--- src/shared/rtc_timer_pkg.sv ---
// constants and carrier types for the countdown and tick timer
package rtc_timer_pkg;
    // register addresses seen through the serial front end
    localparam logic [3:0] ADDR_FLAGS = 4'h1;
    localparam logic [3:0] ADDR_TCC   = 4'he;
    localparam logic [3:0] ADDR_CDV   = 4'hf;

    // flag register bit positions
    localparam int B_LONG_EN  = 7;
    localparam int B_SHORT_EN = 6;
    localparam int B_TICK_F   = 5;
    localparam int B_PULSE_M  = 4;
    localparam int B_CD_F     = 2;
    localparam int B_CD_IE    = 0;

    // countdown source codes
    localparam logic [1:0] SRC_4096 = 2'h0;
    localparam logic [1:0] SRC_64   = 2'h1;
    localparam logic [1:0] SRC_1    = 2'h2;
    localparam logic [1:0] SRC_MIN  = 2'h3;

    // prescaler taps on the 32.768 kHz oscillator
    localparam int         OSC_HZ      = 32768;
    localparam logic [2:0] PRE4096_END = 3'h7;
    localparam logic [8:0] PRE64_END   = 9'h1ff;
    localparam logic [6:0] SEC_END     = 7'h3f;
    localparam logic [6:0] SEC_END_LNG = 7'h40;
    localparam logic [6:0] SEC_END_SHT = 7'h3e;
    localparam logic [5:0] MIN_END     = 6'h3b;

    // interrupt pulse widths in oscillator cycles
    localparam logic [9:0] PW_8192 = 10'(OSC_HZ / 8192);
    localparam logic [9:0] PW_4096 = 10'(OSC_HZ / 4096);
    localparam logic [9:0] PW_128  = 10'(OSC_HZ / 128);
    localparam logic [9:0] PW_64   = 10'(OSC_HZ / 64);

    localparam logic [7:0] CDV_ONE   = 8'h01;
    localparam logic [7:0] CDV_ZERO  = 8'h00;
    localparam logic [9:0] PW_ONE    = 10'h001;

    typedef struct packed {
        logic       unused7;
        logic [2:0] clock_output_freq_sel;
        logic       timer_enable;
        logic       unused2;
        logic [1:0] countdown_src_sel;
    } tcc_t;

    // source left at the slowest setting after reset
    localparam tcc_t TCC_RESET = '{1'b0, 3'h0, 1'b0, 1'b0, SRC_MIN};

    typedef struct packed {
        logic       wr;
        logic [3:0] addr;
        logic [7:0] wdata;
    } reg_req_t;
endpackage

--- src/rtl/countdown_and_tick_timer.sv ---
// countdown timer and second/minute tick interrupts of the clock chip
`timescale 1ns/1ns
module countdown_and_tick_timer
    import rtc_timer_pkg::*;
(
    // clock and reset
    input  wire logic       CLK,
    input  wire logic       NRST,
    // 32.768 kHz oscillator, asynchronous to CLK
    input  wire logic       OSC_IN,
    // drift correction requests, one CLK pulse each
    input  wire logic       CORR_LENGTHEN,
    input  wire logic       CORR_SHORTEN,
    // decoded register access from the serial front end
    input  wire reg_req_t   REG_REQ,
    input  wire logic [3:0] REG_RADDR,
    output logic      [7:0] REG_RDATA,
    // open-drain active-low interrupt pin
    output logic            INT_N_OUT,
    output logic            INT_N_OE,
    // clock output selection handed to the divider
    output logic      [2:0] CLKOUT_SEL
);
    logic       osc_s1_q, osc_s2_q, osc_s3_q;
    logic       osc_tick;
    logic [8:0] pre_q;
    logic [6:0] sec_cnt_q;
    logic [5:0] min_cnt_q;
    logic       corr_len_q, corr_sht_q;
    logic       t4096, t64, t1, tmin;
    logic [6:0] sec_end;
    tcc_t       tcc_q;
    logic [7:0] n_q, cnt_q;
    logic       src_tick, cd_run, arm_q;
    logic       cd_evt, ms_evt;
    logic       cd_flag_q, ms_flag_q;
    logic       cd_flag_d, ms_flag_d;
    logic       long_en_q, short_en_q, pulse_mode_q, cd_ie_q;
    logic       wr_flags, wr_tcc, wr_cdv;
    logic       cd_pulse_q, ms_pulse_q;
    logic [9:0] cd_pw_q, ms_pw_q;
    logic [9:0] cd_width;
    logic       int_d;

    assign wr_flags = REG_REQ.wr && (REG_REQ.addr == ADDR_FLAGS);
    assign wr_tcc   = REG_REQ.wr && (REG_REQ.addr == ADDR_TCC);
    assign wr_cdv   = REG_REQ.wr && (REG_REQ.addr == ADDR_CDV);

    // oscillator pin through two stages before edge detection
    always_ff @(posedge CLK or negedge NRST) begin
        if (!NRST) begin
            osc_s1_q <= 1'b0;
            osc_s2_q <= 1'b0;
            osc_s3_q <= 1'b0;
        end else begin
            osc_s1_q <= OSC_IN;
            osc_s2_q <= osc_s1_q;
            osc_s3_q <= osc_s2_q;
        end
    end
    assign osc_tick = osc_s2_q && !osc_s3_q;

    assign t4096 = osc_tick && (pre_q[2:0] == PRE4096_END);
    assign t64   = osc_tick && (pre_q == PRE64_END);
    always_ff @(posedge CLK or negedge NRST) begin
        if (!NRST) begin
            pre_q <= '0;
        end else if (osc_tick) begin
            pre_q <= pre_q + 9'h001;
        end
    end

    // correction stretches or trims the next second by one 64th
    always_comb begin
        sec_end = SEC_END;
        if (corr_len_q) begin
            sec_end = SEC_END_LNG;
        end else if (corr_sht_q) begin
            sec_end = SEC_END_SHT;
        end
    end
    assign t1   = t64 && (sec_cnt_q >= sec_end);
    assign tmin = t1 && (min_cnt_q == MIN_END);

    always_ff @(posedge CLK or negedge NRST) begin
        if (!NRST) begin
            corr_len_q <= 1'b0;
            corr_sht_q <= 1'b0;
        end else begin
            // request arriving on the consuming second is kept
            corr_len_q <= CORR_LENGTHEN || (corr_len_q && !t1);
            corr_sht_q <= CORR_SHORTEN || (corr_sht_q && !t1);
        end
    end

    always_ff @(posedge CLK or negedge NRST) begin
        if (!NRST) begin
            sec_cnt_q <= '0;
            min_cnt_q <= '0;
        end else if (t64) begin
            if (t1) begin
                sec_cnt_q <= '0;
                min_cnt_q <= tmin ? 6'h00 : min_cnt_q + 6'h01;
            end else begin
                sec_cnt_q <= sec_cnt_q + 7'h01;
            end
        end
    end

    always_comb begin
        case (tcc_q.countdown_src_sel)
            SRC_4096: src_tick = t4096;
            SRC_64:   src_tick = t64;
            SRC_1:    src_tick = t1;
            SRC_MIN:  src_tick = tmin;
            default:  src_tick = 1'b0;
        endcase
    end

    // reserved control bits forced to zero on write
    always_ff @(posedge CLK or negedge NRST) begin
        if (!NRST) begin
            tcc_q <= TCC_RESET;
        end else if (wr_tcc) begin
            tcc_q         <= tcc_t'(REG_REQ.wdata);
            tcc_q.unused7 <= 1'b0;
            tcc_q.unused2 <= 1'b0;
        end
    end

    // fast sources spend the first tick after enable arming
    always_ff @(posedge CLK or negedge NRST) begin
        if (!NRST) begin
            arm_q <= 1'b0;
        end else begin
            arm_q <= tcc_q.timer_enable && (arm_q || src_tick);
        end
    end
    // counts only when enabled and n is nonzero
    assign cd_run = src_tick && tcc_q.timer_enable && (n_q != CDV_ZERO)
                    && (arm_q || tcc_q.countdown_src_sel >= SRC_1);
    assign cd_evt = cd_run && (cnt_q == CDV_ONE);

    // binary down count, reload at one, writes act at once
    always_ff @(posedge CLK or negedge NRST) begin
        if (!NRST) begin
            n_q   <= CDV_ZERO;
            cnt_q <= CDV_ZERO;
        end else if (wr_cdv) begin
            n_q   <= REG_REQ.wdata;
            cnt_q <= REG_REQ.wdata;
        end else if (cd_run) begin
            if (cnt_q <= CDV_ONE) begin
                cnt_q <= n_q;
            end else begin
                cnt_q <= cnt_q - CDV_ONE;
            end
        end
    end

    // short tick wins over long tick
    assign ms_evt = short_en_q ? t1 : (long_en_q && tmin);

    // writes AND into flags; a same-cycle event still sets
    always_comb begin
        cd_flag_d = cd_flag_q;
        ms_flag_d = ms_flag_q;
        if (wr_flags) begin
            cd_flag_d = cd_flag_q && REG_REQ.wdata[B_CD_F];
            ms_flag_d = ms_flag_q && REG_REQ.wdata[B_TICK_F];
        end
        cd_flag_d = cd_flag_d || cd_evt;
        ms_flag_d = ms_flag_d || ms_evt;
    end

    always_ff @(posedge CLK or negedge NRST) begin
        if (!NRST) begin
            cd_flag_q    <= 1'b0;
            ms_flag_q    <= 1'b0;
            long_en_q    <= 1'b0;
            short_en_q   <= 1'b0;
            pulse_mode_q <= 1'b0;
            cd_ie_q      <= 1'b0;
        end else begin
            cd_flag_q <= cd_flag_d;
            ms_flag_q <= ms_flag_d;
            if (wr_flags) begin
                long_en_q    <= REG_REQ.wdata[B_LONG_EN];
                short_en_q   <= REG_REQ.wdata[B_SHORT_EN];
                pulse_mode_q <= REG_REQ.wdata[B_PULSE_M];
                cd_ie_q      <= REG_REQ.wdata[B_CD_IE];
            end
        end
    end

    // countdown pulse width by source and n
    always_comb begin
        case (tcc_q.countdown_src_sel)
            SRC_4096: cd_width = (n_q == CDV_ONE) ? PW_8192 : PW_4096;
            SRC_64:   cd_width = (n_q == CDV_ONE) ? PW_128 : PW_64;
            default:  cd_width = PW_64;
        endcase
    end

    // pulse per period, cut short when the flag is cleared
    always_ff @(posedge CLK or negedge NRST) begin
        if (!NRST) begin
            cd_pulse_q <= 1'b0;
            cd_pw_q    <= '0;
        end else if (cd_evt) begin
            cd_pulse_q <= 1'b1;
            cd_pw_q    <= cd_width;
        end else if (!cd_flag_d) begin
            cd_pulse_q <= 1'b0;
        end else if (cd_pulse_q && osc_tick) begin
            cd_pw_q <= cd_pw_q - PW_ONE;
            if (cd_pw_q == PW_ONE) begin
                cd_pulse_q <= 1'b0;
            end
        end
    end

    // tick pulse restarts regardless of the flag's history
    always_ff @(posedge CLK or negedge NRST) begin
        if (!NRST) begin
            ms_pulse_q <= 1'b0;
            ms_pw_q    <= '0;
        end else if (ms_evt) begin
            ms_pulse_q <= 1'b1;
            ms_pw_q    <= PW_64;
        end else if (!ms_flag_d) begin
            ms_pulse_q <= 1'b0;
        end else if (ms_pulse_q && osc_tick) begin
            ms_pw_q <= ms_pw_q - PW_ONE;
            if (ms_pw_q == PW_ONE) begin
                ms_pulse_q <= 1'b0;
            end
        end
    end

    // pulsed or level output; sources are wired-or
    assign int_d = (cd_ie_q && (pulse_mode_q ? cd_pulse_q : cd_flag_q))
                || ((long_en_q || short_en_q)
                    && (pulse_mode_q ? ms_pulse_q : ms_flag_q));

    always_ff @(posedge CLK or negedge NRST) begin
        if (!NRST) begin
            INT_N_OE   <= 1'b0;
            INT_N_OUT  <= 1'b0;
            CLKOUT_SEL <= '0;
        end else begin
            INT_N_OE   <= int_d;
            INT_N_OUT  <= 1'b0;
            CLKOUT_SEL <= tcc_q.clock_output_freq_sel;
        end
    end

    // live counter on read; unmapped addresses read zero
    always_ff @(posedge CLK or negedge NRST) begin
        if (!NRST) begin
            REG_RDATA <= '0;
        end else begin
            case (REG_RADDR)
                ADDR_FLAGS: REG_RDATA <= {long_en_q, short_en_q, ms_flag_q,
                                          pulse_mode_q, 1'b0, cd_flag_q,
                                          1'b0, cd_ie_q};
                ADDR_TCC:   REG_RDATA <= tcc_q;
                ADDR_CDV:   REG_RDATA <= cnt_q;
                default:    REG_RDATA <= '0;
            endcase
        end
    end

    a_cd_flag_set: assert property (@(posedge CLK) disable iff (!NRST)
        cd_evt |=> cd_flag_q)
        else $error("countdown flag not set at end of period");

    a_cd_reload: assert property (@(posedge CLK) disable iff (!NRST)
        cd_evt && !wr_cdv |=> cnt_q == $past(n_q))
        else $error("counter did not reload n");

    a_cd_step: assert property (@(posedge CLK) disable iff (!NRST)
        cd_run && cnt_q > CDV_ONE && !wr_cdv
        |=> cnt_q == $past(cnt_q) - CDV_ONE)
        else $error("counter did not step down by one");

    a_cd_hold: assert property (@(posedge CLK) disable iff (!NRST)
        (!tcc_q.timer_enable || n_q == CDV_ZERO) && !wr_cdv |=> $stable(cnt_q))
        else $error("counter moved while stopped");

    a_cd_sticky: assert property (@(posedge CLK) disable iff (!NRST)
        cd_flag_q && !wr_flags |=> cd_flag_q)
        else $error("countdown flag cleared by hardware");

    a_flag_and: assert property (@(posedge CLK) disable iff (!NRST)
        wr_flags && !REG_REQ.wdata[B_TICK_F] && !ms_evt |=> !ms_flag_q)
        else $error("tick flag not cleared by zero write");

    a_tick_none: assert property (@(posedge CLK) disable iff (!NRST)
        !long_en_q && !short_en_q |-> !ms_evt)
        else $error("tick event with both tick enables off");

    a_level_int: assert property (@(posedge CLK) disable iff (!NRST)
        !pulse_mode_q && cd_ie_q && cd_flag_q |=> INT_N_OE)
        else $error("level interrupt not driven");

    a_pulse_cut: assert property (@(posedge CLK) disable iff (!NRST)
        cd_pulse_q && !cd_flag_d && !cd_evt |=> !cd_pulse_q)
        else $error("pulse not ended by flag clear");

    a_tick_pulse: assert property (@(posedge CLK) disable iff (!NRST)
        ms_evt |=> ms_pulse_q && ms_pw_q == PW_64)
        else $error("tick pulse not started at full width");
endmodule

--- config.mk ---
export PLATFORM = sky130hd
export DESIGN_NAME = countdown_and_tick_timer
export DESIGN_NICKNAME = d
export VERILOG_FILES = /design/src/shared/rtc_timer_pkg.sv /design/src/rtl/countdown_and_tick_timer.sv
export SDC_FILE = /design/constraint.sdc
export NUM_CORES = 1
export LEC_CHECK = 0
export BUFFER_PORTS_ARGS = -buffer_cell sky130_fd_sc_hd__buf_2
export CAP_MARGIN = 20
export CORE_MARGIN = 10
export CORE_UTILIZATION = 45
export DETAILED_ROUTE_END_ITERATION = 7
export SLEW_MARGIN = 20
export SYNTH_ARGS = -nofsm -noshare
export SYNTH_HDL_FRONTEND = slang
export SYNTH_SLANG_ARGS = --single-unit
--- constraint.sdc ---
create_clock -name CLK -period 5.15 [get_ports CLK]
set_clock_uncertainty 0.05 [all_clocks]
set_input_delay 0.2575 -clock CLK [delete_from_list [all_inputs] [get_ports CLK]]
set_output_delay 0.2575 -clock CLK [all_outputs]
set_load 0.03 [all_outputs]
==> key figures, run 1 <==
Synthesis
  • Synthesized area per cell: 10.2 µm²
  • Synth Register Bits: 90
  • Post-synth EDFFs: 0
  • Sequential share of the synthesized area: 0.493
  • Synth Instances: 448
  • Post-synth top flop: dfrtp_1
  • Post-synth cell types: 61
  • Fraction of registers with async set/reset: 1.00
  • Syn_nets: 488
  • Mapped Area: 4570 µm²
  • Syn. warnings: 0

Layout
  • Most frequent cells in the layout: dfrtp_1 (88), nand2_1 (55), nor2_1 (50)
  • Post-Layout Cell Count: 621
  • Commonest non-fill, non-tap cell in the layout: dfrtp_1
  • Area delta synth->final: 10.7%
  • Final nets: 523
  • Diodes inserted: 0
  • Design area: 5060 µm²
  • Share of layout cells above drive strength 1: 0.172

Worst setup path
  • Ordered list of cells on the worst path: ha_1, and3_1, nand3_1, nor2_1, ha_1, nand2_1, a21oi_1, a31oi_4, nor4_4, mux2_2
  • Crit Reg-Reg Startpoint: pre_q[0]
  • Critical Path Max Stage Delay: 0.66 ns
  • Crit path launch type: register
  • Crit path kind: reg2reg
  • CP Data Required Time: 5.36 ns
  • CP max stage cell: nor4_4
  • Most frequent CP cell: ha_1
  • Worst-case reg-to-reg path depth: 10
  • Launch point of the worst path: pre_q[0]
  • CP endpoint kind: register
  • WP data arrival: 3.13 ns
  • Crit-path max FO: 11

Clock network
  • Clk pin slew, worst setup/hold paths: 0.09 ns
  • # clock sinks: 90
  • Longest Clk Path Bufs: 2
  • Total CTS buffers: 9
  • Post-CTS Resized: 0
  • Postcts setup bufs: 0
  • Root Buffer: clkbuf_8
  • Clock latency on the worst-skew pair: 0.36 ns
  • CTS tree: built
  • Clock H-tree levels: 3

Placement
  • Post-detail-place hpwl: 7.26 mm
  • DP Worst Slack: 2.22 ns
  • Placed cell count: 603
  • I/O Buffers: 33
  • Placer congestion estimate: 0.886
  • Placed cell area: 4860 µm²

Worst hold path
  • Worst hold-check path type: in2reg
  • Hold depth: 2
  • Worst Hold Launch: CORR_SHORTEN

Floorplan
  • Die Span Y: 121 µm
  • Width of the chip: 121 µm
  • # IOs: 35
  • Die area: 14,600 µm²
  • Initial Utilization: 0.466
  • Core Area: 9820 µm²
  • Row cnt: 36

Pwr
  • Leakage power: 0.00232 µW
  • Clock power share: 0.248
  • Total power draw: 1900 µW
  • Worst vdd ir: 0.279 mV
  • Combinational Power Share: 0.232
  • Sw Pwr: 658 µW
  • Power Density: 375 nW/µm²
  • Switching share of total power: 0.346
  • Internal power: 1240 µW
  • Seq pwr share: 0.520

GRT
  • Total GRT Usage: 0.143
  • Vias in the first global route: 3,432
  • First-pass GRT wire length: 17.2 mm
  • Global route overflow: 0
  • Largest net degree at the start of global routing: 69
  • Initial antenna violation count: 0

STA
  • Final Setup Violations: 0
  • Slew margin rel.: 0.329
  • Worst-Margin Slew: 0.997 ns
  • Period Utilization, post-route: 0.567
  • Fmax: 343 MHz
  • Unrepaired setup endpoints after global routing: false
  • Hold Vio Cnt, Final: 0
  • Max Slew Vio Count: 0
  • Post-layout minimum cycle time: 2.92 ns
  • Final worst slack: 2.23 ns
  • Setup TNS: 0 ns

Routing
  • DRT Wirelength: 10.0 mm
  • First-pass detailed-route iteration total: 6
  • WL/cell: 16.1 µm
  • Post-DRT Antenna Nets: 0
  • Initial DRC count: 186
  • DRC Markers: 0
  • DR vias: 3,395
  • Vias per inst: 5.47

Run
  • Max-cap violations: 0

Outcome
  • Run status: finished clean
## flip-flops by register name (all words and copies together) (netlist names), 3 cells and up
signal,cells
cd_pw_q,10
min_cnt_q,6
cnt_q,8
pre_q,9
tcc_q,6
REG_RDATA,8
CLKOUT_SEL,3
n_q,8
ms_pw_q,10
sec_cnt_q,7
## worst max-delay path: cells and delay by family (launching register included)
| kind | cells | cell delay, ns |
|---|---|---|
| flip-flops | 1 | 0.39 |
| AO/OA/AOI/OAI | 2 | 0.45 |
| AND/OR/NAND/NOR | 5 | 1.17 |
| adder cells (fa/ha/maj) | 2 | 0.34 |
| multiplexers | 1 | 0.40 |
## area by class of cell
cell class	instances	area (µm²)
clock buffer	10	128
clock inverter	6	57.6
fill	933	4760
inverter	19	71.3
multi-input combinational	326	2180
sequential	90	2250
tap	133	166
timing repair buffer	37	203
## routing by layer
metal / wire, µm / track usage / part of all wire
met1: 4810 / 0.196 / 0.48
met2: 4700 / 0.218 / 0.47
met3: 436 / 0.0428 / 0.043
met4: 80 / 0.0324 / 0.0080
met5: 0 / 0 / 0
## metrics by stage
| stage | hold WS, ns | util |
|---|---|---|
| finish | 0.0185 | 0.516 |
| global route | 0.00787 | 0.516 |
| CTS | 0.00266 | 0.516 |
| detailed placement | 0.117 | 0.495 |
| global placement | 0.119 | 0.495 |
| floorplan | -0.0881 | - |
## worst paths after layout
kind | end | slack [ns]
setup / recovery | cd_pw_q[2] | 2.23
hold / removal | corr_sht_q | 0.02
setup reg to reg | cd_pw_q[2] | 2.23
hold reg to reg | osc_s2_q | 0.29
max in group asynchronous | cd_pw_q[3] | 3.62
min in group asynchronous | pre_q[5] | 0.28
## power groups by stage
stage / sequential [µW] / clock (µW) / combinational, µW
4_1_cts: 984 / 493 / 445
3_5_place_dp: 997 / 0 / 441
6_report: 988 / 471 / 442
3_3_place_gp: 997 / 0 / 432
2_1_floorplan: 970 / 0 / 322
5_1_grt: 1010 / 517 / 498
## synthesized netlist by cell type (6+ instances only)
master / n / area (µm²)
nand3_1: 12 / 60.1
ha_1: 18 / 225
nor2_1: 50 / 188
a21oi_1: 12 / 60.1
nand2_1: 55 / 206
inv_1: 19 / 71.3
nor4_1: 9 / 56.3
xor2_1: 12 / 105
dfrtp_1: 88 / 2200
nor3_1: 14 / 70.1
mux2_2: 13 / 146
nand4_1: 7 / 43.8
xnor2_1: 15 / 131
clkbuf_1: 7 / 26.3
o21ai_0: 19 / 95.1
mux2i_1: 6 / 60.1
a21o_1: 6 / 45.0
## cells by family after synthesis
group | share of synthesized area
fa+ha+maj | 0.0492
mux | 0.0451
flops | 0.493
buf+inv | 0.0298
simple gates | 0.203
compound gates | 0.127
xor+xnor | 0.0517
other cells | 0.000820
## timing repair
action / 4_1_cts / 5_1_grt
hold endpoints to repair: 23 / 0
hold buffers: 2 / 0
setup endpoints to repair: 0 / 0
(Power assumes the default switching activity.)
==> inputs of run 2 (changes only) <==
- clock period: 5.15 -> 3 ns (I/O delays scaled with it)
==> key figures, run 2 (synthesis gave the netlist of run 1 again) <==
Clock network
  • Root Buffer: clkbuf_8
  • Total CTS buffers: 9
  • Clk pin slew, worst setup/hold paths: 0.10 ns
  • # clock sinks: 90
  • Clock H-tree levels: 3
  • Postcts setup bufs: 0
  • Longest Clk Path Bufs: 2
  • Clock latency on the worst-skew pair: 0.37 ns
  • CTS tree: built

Floorplan
  • Core Area: 9820 µm²
  • Die Span Y: 121 µm
  • # IOs: 35
  • Initial Utilization: 0.466
  • Die area: 14,600 µm²
  • Width of the chip: 121 µm
  • Row cnt: 36

STA
  • Period Utilization, post-route: 0.862
  • Max Slew Vio Count: 0
  • Fmax: 387 MHz
  • Setup TNS: 0 ns
  • Post-layout minimum cycle time: 2.59 ns
  • Worst-Margin Slew: 0.939 ns
  • Unrepaired setup endpoints after global routing: false
  • Hold Vio Cnt, Final: 0
  • Final Setup Violations: 0
  • Slew margin rel.: 0.368

Worst setup path
  • WP data arrival: 2.83 ns
  • Crit path launch type: register
  • Crit-path max FO: 10
  • CP endpoint kind: register
  • CP Data Required Time: 3.24 ns
  • Crit path kind: reg2reg

Pwr
  • Combinational Power Share: 0.239
  • Worst vdd ir: 0.320 mV
  • Sw Pwr: 1190 µW
  • Leakage power: 0.00237 µW
  • Power Density: 633 nW/µm²
  • Seq pwr share: 0.516
  • Internal power: 2090 µW
  • Switching share of total power: 0.364
  • Clock power share: 0.245

Layout
  • Commonest non-fill, non-tap cell in the layout: dfrtp_1
  • Most frequent cells in the layout: dfrtp_1 (88), nand2_1 (55), nor2_1 (50)
  • Share of layout cells above drive strength 1: 0.185
  • Post-Layout Cell Count: 635
  • Diodes inserted: 0
  • Final nets: 537
  • Largest regs: cd_pw_q: 10 flops, ms_pw_q: 10 flops, pre_q: 9 flops
  • Area delta synth->final: 13.3%

GRT
  • First-pass GRT wire length: 17.8 mm
  • Vias in the first global route: 3,471
  • Largest net degree at the start of global routing: 62
  • Global route overflow: 0
  • Total GRT Usage: 0.148
  • Initial antenna violation count: 0

Routing
  • Initial DRC count: 267
  • DRC Markers: 0
  • DR vias: 3,433
  • Vias per inst: 5.41
  • Post-DRT Antenna Nets: 0
  • WL/cell: 16.3 µm
  • DRT Wirelength: 10.4 mm
  • First-pass detailed-route iteration total: 5

Run
  • Max-cap violations: 0

Placement
  • Placer congestion estimate: 0.846
  • Placed cell count: 611
  • Post-detail-place hpwl: 7.35 mm
  • I/O Buffers: 33

Outcome
  • Run status: finished clean

Worst hold path
  • Worst hold-check path type: in2reg
## run 2: stage by stage
stage               setup WS [ns]  hold slack [ns]  total power, µW  utilization  area, µm²
finish                      0.413          0.00864             3280        0.528       5180
global route                0.157          0.00674             3490        0.528       5180
CTS                         0.399          0.00486             3290        0.528       5180
detailed placement          0.407            0.213             2480        0.501       4920
global placement            0.516            0.208             2470        0.501       4920
floorplan                   0.659           -0.196             2220            -       4570
## run 2: worst max-delay path, stage by stage, from the launching register on
cell and delay (ns):
dfrtp_1 0.40, ha_1 0.18, and3_1 0.18, nand3_1 0.10, nor2_1 0.13, ha_1 0.16
and2_1 0.34, a31oi_4 0.22, nor4_4 0.33, buf_4 0.23, mux2i_1 0.19
## run 2: repair_timing
action / CTS / global route
endpoints found under the hold margin: 65 / 0
gates resized for setup: 0 / 0
hold buffers: 8 / 0
## run 2: final cells by class
type,count,area [µm²]
clock buffers,9,124
inverters,19,71.3
flip-flops and latches,90,2250
fillers,929,4640
clock inverters,7,58.8
multi-input cells,326,2180
well taps,133,166
repair buffers,51,323
## run 2: power by group through the flow
stage                     clock (µW)  combinational [µW]  sequential [µW]
after floorplan                    0                 553             1660
final                            802                 785             1690
after global routing             873                 880             1730
after detailed placement           0                 776             1710
after global placement             0                 764             1700
after CTS                        821                 788             1680
## run 2: path summary, 6_finish.rpt
check                           cells after the start           end  startpoint  slack (ns)
min in group asynchronous                           2  sec_cnt_q[6]        NRST        0.35
worst min-delay path                                3        n_q[4]  REG_REQ[4]       0.009
worst max-delay path                               10    cd_pw_q[8]    pre_q[0]        0.41
worst min register to register                      0      osc_s2_q    osc_s1_q        0.31
max in group asynchronous                           3      pre_q[4]        NRST        1.82
worst max register to register                     10    cd_pw_q[8]    pre_q[0]        0.41
## run 2: metal layers
layer,global-route usage,share of wire,vias to the layer above
met5,0,0,-
met4,0.0445,0.013,0
met3,0.0293,0.040,11
met2,0.231,0.46,87
met1,0.203,0.49,1654
li1,-,-,1681
